--- src/pkg/pps_consts.svh ---
// timing counts, reset values and codes of the parameter port block
// assumes a single 10 MHz system clock; counts are whole clock cycles
`ifndef PPS_CONSTS_SVH
`define PPS_CONSTS_SVH

// system clock period in ns
`define PPS_CLK_PERIOD_NS 100
// least strobe pulse width in ns
`define PPS_PULSE_MIN_NS 6000
// least delay from new output data to input sampling in ns
`define PPS_SAMPLE_MIN_NS 10500
// least delay from strobe fall to pin release in ns
`define PPS_OFF_MIN_NS 56000
// latest data valid point after strobe fall in ns
`define PPS_VALID_MAX_NS 1500
// least time rounded up to whole cycles
`define PPS_CYC_UP(ns) (((ns) + `PPS_CLK_PERIOD_NS - 1) / `PPS_CLK_PERIOD_NS)
// cycle counts derived from the times above
`define PPS_PULSE_CYC `PPS_CYC_UP(`PPS_PULSE_MIN_NS)
`define PPS_SAMPLE_CYC `PPS_CYC_UP(`PPS_SAMPLE_MIN_NS)
`define PPS_OFF_CYC `PPS_CYC_UP(`PPS_OFF_MIN_NS)
// width of the interval counter
`define PPS_CNT_W 10
// output register value after reset
`define PPS_OUT_RESET 4'hF
// io configuration code that releases the pins after each write
`define PPS_IO_CODE_REL 4'h7

`endif

--- src/pkg/pps_pkg.sv ---
// types shared by the parameter port block
// assumes the constants header is compiled alongside
package pps_pkg;
  // four-bit parameter nibble
  typedef logic [3:0] pps_nib_t;
  // sequencer states
  typedef enum logic [2:0] {
    PPS_ST_START,   // reset strobe pending
    PPS_ST_IDLE,    // waiting for a write request
    PPS_ST_PULSE,   // strobe low
    PPS_ST_SAMPLE,  // waiting for the sampling point
    PPS_ST_RELEASE  // waiting to release the pins
  } pps_state_e;
endpackage : pps_pkg

--- src/pkg/pps_tmr_if.sv ---
// link between the sequencer and its interval counter
// assumes both ends run on the same clock
interface pps_tmr_if #(
  parameter int CNT_W = 10
);
  logic clear;              // restart counting from zero
  logic [CNT_W-1:0] count;  // cycles since the last clear
  modport ctl (output clear, input count);
  modport tmr (input clear, output count);
endinterface : pps_tmr_if

--- src/hdl/pps_timer.sv ---
// interval counter for strobe, sampling and release timing
// assumes clear is synchronous; the count saturates at all ones
module pps_timer #(
  parameter int CNT_W = 10  // counter width
) (
  input wire logic clk,      // system clock
  input wire logic resetn,   // asynchronous reset, active low
  pps_tmr_if.tmr tmr         // clear in, count out
);
  logic [CNT_W-1:0] count_q;  // cycles since last clear

  // count system clock cycles from each clear
  always_ff @(posedge clk or negedge resetn) begin
    if (!resetn) begin
      count_q <= '0;
    end else if (tmr.clear) begin
      count_q <= '0;
    end else if (count_q != {CNT_W{1'b1}}) begin
      count_q <= count_q + CNT_W'(1);
    end
  end

  assign tmr.count = count_q;
endmodule : pps_timer

--- src/hdl/pps_port.sv ---
// parameter port sequencer: output register, open-drain pins, strobe,
// input sampling, release in io configuration 7, exchange enable
// assumes a 10 MHz clock and synchronous pin inputs
`include "pps_consts.svh"

// Summary of operation
// - bidirectional port; code 7 releases after write
// - load value, drive pins open-drain low only
// - sample inputs 10.5 to 12.5 us later
// - sampled bit is wired AND of levels
// - active-low strobe 6.0 to 6.8 us
// - data valid within 1.5 us of fall
// - first write enables data exchange
// - reset loads all ones, pins released
// - reset issues a normal strobe too
// - code 7 release 56.0 to 64.5 us
module pps_port #(
  parameter int PULSE_CYC = `PPS_PULSE_CYC,    // strobe width in cycles
  parameter int SAMPLE_CYC = `PPS_SAMPLE_CYC,  // sampling delay in cycles
  parameter int OFF_CYC = `PPS_OFF_CYC,        // release delay in cycles
  parameter int CNT_W = `PPS_CNT_W             // interval counter width
) (
  input wire logic clk,                        // system clock, 10 MHz
  input wire logic resetn,                     // async reset, active low
  input wire logic wr_req_i,                   // write parameter request
  input wire pps_pkg::pps_nib_t wr_data_i,     // parameter value to write
  input wire logic [3:0] io_code_i,            // io configuration code
  input wire pps_pkg::pps_nib_t param_pins_i,  // pin levels as seen
  output logic [3:0] param_pins_o,             // pin drive value, always 0
  output logic [3:0] param_pins_oe_n,          // pin pulls low when 0
  output logic param_update_pulse_n,           // strobe, active low
  output pps_pkg::pps_nib_t param_out_q,       // parameter output register
  output pps_pkg::pps_nib_t param_in_q,        // sampled parameter input
  output logic param_in_valid_q,               // one-cycle sample pulse
  output logic dexg_enable_q                   // data exchange permitted
);
  import pps_pkg::*;

  localparam logic [CNT_W-1:0] PULSE_END = CNT_W'(PULSE_CYC - 1);
  localparam logic [CNT_W-1:0] SAMPLE_END = CNT_W'(SAMPLE_CYC - 1);
  localparam logic [CNT_W-1:0] OFF_END = CNT_W'(OFF_CYC - 1);

  pps_state_e state_q;   // sequencer state
  logic ev;              // new output event this cycle
  logic pulse_n_q;       // strobe flop
  logic drive_q;         // pins are being driven
  logic io7_q;           // release mode latched at write
  logic [3:0] oe_n_q;    // per-pin enable flops
  logic sample_hit;      // sampling point reached
  logic release_hit;     // release point reached

  pps_tmr_if #(.CNT_W(CNT_W)) tmr_if ();

  // interval counter restarted on every output event
  pps_timer #(.CNT_W(CNT_W)) u_timer (
    .clk(clk),
    .resetn(resetn),
    .tmr(tmr_if.tmr)
  );

  // a write, or the pending reset strobe, starts an output event
  assign ev = wr_req_i || (state_q == PPS_ST_START);
  assign tmr_if.clear = ev;
  assign sample_hit = (state_q == PPS_ST_SAMPLE)
                      && (tmr_if.count == SAMPLE_END);
  assign release_hit = (state_q == PPS_ST_RELEASE)
                       && (tmr_if.count == OFF_END);

  // sequencer; a new write restarts the sequence at once
  always_ff @(posedge clk or negedge resetn) begin
    if (!resetn) begin
      state_q <= PPS_ST_START;
    end else if (ev) begin
      state_q <= PPS_ST_PULSE;
    end else begin
      unique case (state_q)
        PPS_ST_START, PPS_ST_IDLE: begin
          state_q <= state_q;
        end
        PPS_ST_PULSE: begin
          // strobe done, wait for the sampling point
          if (tmr_if.count == PULSE_END) begin
            state_q <= PPS_ST_SAMPLE;
          end
        end
        PPS_ST_SAMPLE: begin
          // after sampling, release only in configuration 7
          if (sample_hit) begin
            state_q <= io7_q ? PPS_ST_RELEASE : PPS_ST_IDLE;
          end
        end
        PPS_ST_RELEASE: begin
          if (release_hit) begin
            state_q <= PPS_ST_IDLE;
          end
        end
      endcase
    end
  end

  // strobe falls with each event and rises after the pulse width
  always_ff @(posedge clk or negedge resetn) begin
    if (!resetn) begin
      pulse_n_q <= 1'b1;
    end else if (ev) begin
      pulse_n_q <= 1'b0;
    end else if (state_q == PPS_ST_PULSE && tmr_if.count == PULSE_END) begin
      pulse_n_q <= 1'b1;
    end
  end

  // parameter output register and drive state
  always_ff @(posedge clk or negedge resetn) begin
    if (!resetn) begin
      param_out_q <= `PPS_OUT_RESET;
      drive_q <= 1'b0;
      io7_q <= 1'b0;
    end else if (wr_req_i) begin
      param_out_q <= wr_data_i;
      drive_q <= 1'b1;
      io7_q <= (io_code_i == `PPS_IO_CODE_REL);
    end else if (release_hit) begin
      drive_q <= 1'b0;
    end
  end

  // per-pin open-drain enable: pull low only where the bit is zero
  for (genvar i = 0; i < 4; i++) begin : g_pin
    always_ff @(posedge clk or negedge resetn) begin
      if (!resetn) begin
        oe_n_q[i] <= 1'b1;
      end else if (wr_req_i) begin
        oe_n_q[i] <= wr_data_i[i];
      end else if (release_hit) begin
        oe_n_q[i] <= 1'b1;
      end
    end
  end

  // input sampling as wired AND of own drive and outside levels
  always_ff @(posedge clk or negedge resetn) begin
    if (!resetn) begin
      param_in_q <= `PPS_OUT_RESET;
      param_in_valid_q <= 1'b0;
    end else begin
      param_in_valid_q <= sample_hit;
      if (sample_hit) begin
        param_in_q <= param_pins_i & (drive_q ? param_out_q : 4'hF);
      end
    end
  end

  // data exchange stays off until the first write after reset
  always_ff @(posedge clk or negedge resetn) begin
    if (!resetn) begin
      dexg_enable_q <= 1'b0;
    end else if (wr_req_i) begin
      dexg_enable_q <= 1'b1;
    end
  end

  assign param_pins_o = 4'h0;
  assign param_pins_oe_n = oe_n_q;
  assign param_update_pulse_n = pulse_n_q;

  // helper: cycles since the strobe fall, independent of the timer
  logic ev_q;
  logic [CNT_W-1:0] hlp_q;
  always_ff @(posedge clk or negedge resetn) begin
    if (!resetn) begin
      ev_q <= 1'b0;
      hlp_q <= '0;
    end else begin
      ev_q <= ev;
      if (ev_q) begin
        hlp_q <= CNT_W'(1);
      end else if (hlp_q != {CNT_W{1'b1}}) begin
        hlp_q <= hlp_q + CNT_W'(1);
      end
    end
  end

  property p_pulse_width;
    @(posedge clk) disable iff (!resetn)
    $rose(param_update_pulse_n) |-> hlp_q == CNT_W'(PULSE_CYC);
  endproperty
  a_pulse_width: assert property (p_pulse_width)
    else $error("strobe width wrong");

  property p_data_valid;
    @(posedge clk) disable iff (!resetn)
    $fell(param_update_pulse_n) && drive_q |->
      param_pins_oe_n == param_out_q;
  endproperty
  a_data_valid: assert property (p_data_valid)
    else $error("data not valid at strobe fall");

  property p_load;
    @(posedge clk) disable iff (!resetn)
    wr_req_i |=> param_out_q == $past(wr_data_i) && drive_q
      && !param_update_pulse_n;
  endproperty
  a_load: assert property (p_load)
    else $error("write not loaded");

  property p_sample_time;
    @(posedge clk) disable iff (!resetn)
    param_in_valid_q |-> hlp_q == CNT_W'(SAMPLE_CYC);
  endproperty
  a_sample_time: assert property (p_sample_time)
    else $error("sample at wrong time");

  property p_sample_and;
    @(posedge clk) disable iff (!resetn)
    param_in_valid_q && $past(drive_q) |->
      (param_in_q & ~$past(param_out_q)) == 4'h0;
  endproperty
  a_sample_and: assert property (p_sample_and)
    else $error("sample not wired AND");

  property p_release_time;
    @(posedge clk) disable iff (!resetn)
    $fell(drive_q) |-> $past(io7_q) && hlp_q == CNT_W'(OFF_CYC)
      && param_pins_oe_n == 4'hF;
  endproperty
  a_release_time: assert property (p_release_time)
    else $error("release wrong");

  property p_keep_drive;
    @(posedge clk) disable iff (!resetn)
    drive_q && !io7_q && !wr_req_i |=> drive_q;
  endproperty
  a_keep_drive: assert property (p_keep_drive)
    else $error("pins released outside configuration 7");

  property p_enable;
    @(posedge clk) disable iff (!resetn)
    $rose(dexg_enable_q) |-> $past(wr_req_i) ##1 dexg_enable_q;
  endproperty
  a_enable: assert property (p_enable)
    else $error("exchange enable wrong");

  property p_reset_strobe;
    @(posedge clk) disable iff (!resetn)
    $fell(param_update_pulse_n) && !drive_q |->
      param_out_q == 4'hF && param_pins_oe_n == 4'hF;
  endproperty
  a_reset_strobe: assert property (p_reset_strobe)
    else $error("reset strobe state wrong");

  property p_cov_reset;
    @(posedge clk) disable iff (!resetn)
    !drive_q && $rose(param_update_pulse_n);
  endproperty
  c_cov_reset: cover property (p_cov_reset);

  property p_cov_release;
    @(posedge clk) disable iff (!resetn)
    $fell(drive_q);
  endproperty
  c_cov_release: cover property (p_cov_release);

  property p_cov_sample;
    @(posedge clk) disable iff (!resetn)
    param_in_valid_q && drive_q;
  endproperty
  c_cov_sample: cover property (p_cov_sample);

  property p_cov_restart;
    @(posedge clk) disable iff (!resetn)
    wr_req_i && state_q == PPS_ST_PULSE;
  endproperty
  c_cov_restart: cover property (p_cov_restart);
endmodule : pps_port

--- config.mk ---
export PLATFORM = sky130hd
export DESIGN_NAME = pps_port
export DESIGN_NICKNAME = d
export VERILOG_FILES = /design/src/pkg/pps_pkg.sv /design/src/pkg/pps_tmr_if.sv /design/src/hdl/pps_timer.sv /design/src/hdl/pps_port.sv
export VERILOG_INCLUDE_DIRS = /design/src /design/src/pkg
export SDC_FILE = /design/constraint.sdc
export NUM_CORES = 1
export LEC_CHECK = 0
export BUFFER_PORTS_ARGS = -buffer_cell sky130_fd_sc_hd__buf_2
export CAP_MARGIN = 0
export CORE_ASPECT_RATIO = 0.8
export CORE_MARGIN = 2
export CORE_UTILIZATION = 40
export DETAILED_ROUTE_END_ITERATION = 6
export GPL_ROUTABILITY_DRIVEN = 0
export HOLD_SLACK_MARGIN = 0.15
export SLEW_MARGIN = 15
export SYNTH_ARGS = -nofsm -noshare
export SYNTH_HDL_FRONTEND = slang
export SYNTH_HIERARCHICAL = 1
export SYNTH_SLANG_ARGS = --single-unit
export TNS_END_PERCENT = 50
--- constraint.sdc ---
create_clock -name clk -period 2.9 [get_ports clk]
set_input_delay 0.58 -clock clk [delete_from_list [all_inputs] [get_ports clk]]
set_output_delay 0.58 -clock clk [all_outputs]
set_load 0.01 [all_outputs]
==> metrics.txt <==
# TYPE chip_impl_metric gauge
chip_impl_info{name="outcome",value="finished clean"} 1
chip_impl_metric{name="wirelength",unit="um"} 3120
chip_impl_metric{name="synth_seq_area_share",unit="%"} 48.2
chip_impl_metric{name="max_slew_margin",unit="%"} 56.4
chip_impl_metric{name="std_cell_rows",unit=""} 20
chip_impl_metric{name="netlist_area",unit="um2"} 1590
chip_impl_metric{name="cp_slowest_stage_delay",unit="ps"} 520
chip_impl_metric{name="powerDensity",unit="nW/um2"} 502
chip_impl_metric{name="post-place-cells",unit=""} 225
chip_impl_metric{name="power.ir.vdd_worst",unit="uV"} 297
chip_impl_metric{name="violation_count_after_the_first_detailed_route_iteration",unit=""} 74
chip_impl_metric{name="worstMarginPinSlew",unit="ps"} 654
chip_impl_info{name="min_path_type",value="in2async"} 1
chip_impl_metric{name="die_height",unit="um"} 60.4
chip_impl_info{name="cp_cell_sequence",value="nand3b_1 > or3_4 > or3_1 > nand2_1 > o21ai_2"} 1
chip_impl_metric{name="synthesis.instances",unit=""} 150
chip_impl_metric{name="groute.usage.overall",unit="%"} 15.3
chip_impl_metric{name="final_antenna_net_count",unit=""} 0
chip_impl_info{name="worstSetupPathType",value="reg2reg"} 1
chip_impl_metric{name="regToRegSetupSlack",unit="ps"} 1040
chip_impl_metric{name="grt_overflow_total",unit=""} 0
chip_impl_info{name="grt_setup_unrepaired",value="no"} 1
chip_impl_info{name="cp-end-kind",value="flip-flop"} 1
chip_impl_metric{name="final_cell_area",unit="um2"} 1850
chip_impl_metric{name="stdcell_count",unit=""} 233
chip_impl_metric{name="die_w",unit="um"} 74.6
chip_impl_metric{name="area_overhead_of_the_layout_relative_to_synthesis",unit="%"} 16.4
chip_impl_metric{name="num_vias",unit=""} 1180
chip_impl_metric{name="maxCapViolations",unit=""} 0
chip_impl_metric{name="coreArea",unit="um2"} 3800
chip_impl_metric{name="hold_slack",unit="ps"} 330
chip_impl_metric{name="clock_transition_at_the_register_clock_pins_on_the_worst_setup_and_hold_paths_after_cts",unit="ps"} 60
chip_impl_metric{name="floorplan.die_area",unit="um2"} 4510
chip_impl_metric{name="wl_per_cell",unit="um"} 13.4
chip_impl_metric{name="grt_antenna_before_repair",unit=""} 0
chip_impl_metric{name="nFillCells",unit=""} 371
chip_impl_metric{name="number_of_hold_slack_violations_in_the_final_timing_report",unit=""} 0
chip_impl_metric{name="p_leak",unit="nW"} 0.814
chip_impl_metric{name="post_synth_edffs",unit=""} 0
chip_impl_metric{name="worstPathMaxFanout",unit=""} 10
chip_impl_metric{name="synthesis.area_per_instance",unit="um2"} 10.6
chip_impl_metric{name="final_layout_size_suffix_gt1_share",unit="%"} 40.4
chip_impl_metric{name="synth_cell_type_count",unit=""} 46
chip_impl_metric{name="yosys_warnings",unit=""} 6
chip_impl_metric{name="port-buffer-count",unit=""} 29
chip_impl_metric{name="clock_skew",unit="ps"} 4.41
chip_impl_metric{name="grt_pass1_vias",unit=""} 1094
chip_impl_info{name="cts-root-buf",value="clkbuf_8"} 1
chip_impl_info{name="endpoint_of_the_worst_register_to_register_path",value="param_in_q[2]$_DFFE_PN1P_"} 1
chip_impl_metric{name="global_route_wire_length_before_repair",unit="um"} 5130
chip_impl_info{name="reg2reg_from",value="u_timer/tmr.count[8]$_DFFE_PN0P_"} 1
chip_impl_metric{name="design.portCount",unit=""} 34
chip_impl_metric{name="postCtsSetupBuffers",unit=""} 0
chip_impl_metric{name="drcViolationCount",unit=""} 0
chip_impl_metric{name="clk_lat_worst_skew",unit="ps"} 270
chip_impl_metric{name="setup-violations-final",unit=""} 0
chip_impl_metric{name="avgViaCountPerCell",unit=""} 5.06
chip_impl_metric{name="floorplan.initialDensity",unit="%"} 41.9
chip_impl_metric{name="post_dp_cell_area",unit="um2"} 1740
chip_impl_metric{name="ff2ff_path_depth",unit=""} 5
chip_impl_metric{name="cts_hold_buffers_added",unit=""} 0
chip_impl_metric{name="synth_async_sr_flop_share",unit="%"} 100
chip_impl_metric{name="pin_count_of_the_biggest_net_entering_global_routing",unit=""} 31
chip_impl_metric{name="worst_ep_required_time",unit="ps"} 3090
chip_impl_metric{name="critPathArrivalTime",unit="ps"} 2050
chip_impl_metric{name="cts-buffers-inserted",unit=""} 5
chip_impl_metric{name="pins_over_slew_limit",unit=""} 0
chip_impl_info{name="tritoncts_clock_tree",value="yes"} 1
chip_impl_metric{name="detail_route.first_pass.iterations",unit=""} 4
chip_impl_metric{name="synth_seq_cells",unit=""} 30
chip_impl_metric{name="cts_repair_resize_count",unit=""} 0
chip_impl_metric{name="number_of_antenna_diodes",unit=""} 0
chip_impl_metric{name="cts_sinks",unit=""} 30
chip_impl_info{name="critical_path.startpoint_type",value="flip-flop"} 1
chip_impl_metric{name="dpl.hpwl",unit="um"} 2280
chip_impl_metric{name="finalSetupTns",unit="ps"} 0
chip_impl_metric{name="cts-htree-levels",unit=""} 2
chip_impl_metric{name="ctsLongestPathBuffers",unit=""} 2
chip_impl_metric{name="final_net_count",unit=""} 193
chip_impl_info{name="postSynth.topFlopCell",value="dfrtp_1"} 1
chip_impl_info{name="slowest_stage",value="or3_1"} 1
chip_impl_metric{name="maximum_operating_frequency",unit="MHz"} 539
chip_impl_metric{name="final.period_utilization",unit="%"} 64.0
chip_impl_metric{name="timing.final.crit_period",unit="ps"} 1860
chip_impl_metric{name="total_power",unit="uW"} 931
## flip-flops by register name, indices dropped and copies added (netlist names), 3 cells and up
name,cells
u_timer/tmr.count,10
param_out_q,4
state_q,3
param_in_q,4
param_pins_oe_n,4
## worst max-delay path by stage
| stage | startpoint | to | slack [ps] | cells past startpoint |
|---|---|---|---|---|
| after global routing | u_timer/tmr.count[8]$_DFFE_PN0P_ | param_in_q[2]$_DFFE_PN1P_ | 930 | 5 |
| after floorplan | wr_req_i | u_timer/tmr.count[0]$_DFFE_PN0P_ | 890 | 6 |
| final | u_timer/tmr.count[8]$_DFFE_PN0P_ | param_in_q[2]$_DFFE_PN1P_ | 1040 | 5 |
| after global placement | u_timer/tmr.count[8]$_DFFE_PN0P_ | param_in_q[1]$_DFFE_PN1P_ | 1090 | 5 |
| after CTS | u_timer/tmr.count[8]$_DFFE_PN0P_ | param_in_q[1]$_DFFE_PN1P_ | 1030 | 5 |
| after detailed placement | u_timer/tmr.count[8]$_DFFE_PN0P_ | param_in_q[1]$_DFFE_PN1P_ | 1050 | 5 |
## cell usage after synthesis (2+ instances only)
cell type / count / area, um2
a21o_1: 2 / 15.0
dfrtp_1: 17 / 425
a31oi_1: 5 / 31.3
a21oi_1: 4 / 20.0
nor2_1: 7 / 26.3
or3_1: 2 / 12.5
nand4_1: 4 / 25.0
nand3b_1: 3 / 22.5
inv_1: 7 / 26.3
nor3_1: 5 / 25.0
mux2_2: 7 / 78.8
dfstp_2: 13 / 342
nor2b_1: 4 / 25.0
nand2b_1: 3 / 18.8
o21bai_1: 3 / 22.5
or2_2: 2 / 12.5
and4_1: 2 / 17.5
o21ai_2: 4 / 35.0
a2bb2oi_1: 4 / 35.0
nand2_1: 8 / 30.0
nand3_1: 4 / 20.0
buf_2: 4 / 20.0
buf_4: 5 / 37.5
a311oi_1: 3 / 26.3
o21ai_0: 5 / 25.0
mux2_4: 2 / 30.0
and3_1: 2 / 12.5
## layout make-up
cell class                      instances  area [um2]  area share [%]
Sequential cell                        30         767            41.4
Multi-Input combinational cell        103         729            39.3
Timing Repair Buffer                   30         153            8.23
Clock buffer                            8         110            5.94
Tap cell                               55        68.8            3.71
Inverter                                7        26.3            1.42
## logic make-up after synthesis
family          Yosys count  share of synthesized area [%]
mux                      10                           7.46
buf+inv                  20                           6.76
fa+ha+maj                 1                          0.785
simple gates             54                           20.5
compound gates           34                           16.1
other cells               1                          0.235
flops                    30                           48.2
## power breakdown
group          total, mW  internal (mW)  leakage, nW  switching [mW]
registers          0.460          0.443        0.353          0.0170
clock network      0.390          0.239       0.0575           0.151
logic             0.0811         0.0381        0.403          0.0430
## cells in the final DEF, fill, tap and decap left out, drive strengths merged
cell type | netlist | layout
buf | 11 | 30
dfrtp | 17 | 17
dfstp | 13 | 13
mux2 | 9 | 9
o21ai | 9 | 9
nand2 | 8 | 8
clkbuf | 2 | 8
inv | 7 | 7
nor2 | 7 | 7
nor3 | 5 | 5
a31oi | 5 | 5
a21oi | 5 | 5
nand4 | 4 | 4
nand3 | 4 | 4
a2bb2oi | 4 | 4
conb | 1 | 4
nor2b | 4 | 4
o21bai | 3 | 3
nand3b | 3 | 3
nand2b | 3 | 3
a311oi | 3 | 3
or3 | 3 | 3
and4 | 3 | 3
or2 | 2 | 2
a21o | 2 | 2
and3 | 2 | 2
nor4 | 2 | 2
nand4bb | 1 | 1
or3b | 1 | 1
o41ai | 1 | 1
nor3b | 1 | 1
and4b | 1 | 1
o31a | 1 | 1
a211oi | 1 | 1
mux2i | 1 | 1
ha | 1 | 1
## per-layer routing
metal / vias to the layer above / track usage, % / share of wire (%)
li1: 595 / - / -
met1: 556 / 22.7 / 49
met2: 27 / 21.1 / 45
met3: 2 / 4.49 / 5.3
met4: 0 / 5.36 / 0.55
met5: - / 0 / 0
## metrics by stage
| step | setup slack [ps] | utilization, % |
|---|---|---|
| 2_1_floorplan | 892 | - |
| 3_3_place_gp | 1090 | 45.9 |
| 3_5_place_dp | 1050 | 45.9 |
| 4_1_cts | 1030 | 48.8 |
| 5_1_grt | 927 | 48.8 |
| 6_report | 1040 | 48.8 |
## critical path: cells and delay by family (launching register included)
| kind | cells | cell delay (ps) |
|---|---|---|
| AOI/OAI and AO/OA | 1 | 60 |
| DFF | 1 | 470 |
| and+or+nand+nor | 4 | 1240 |
Power figures use the tool's default switching activity.
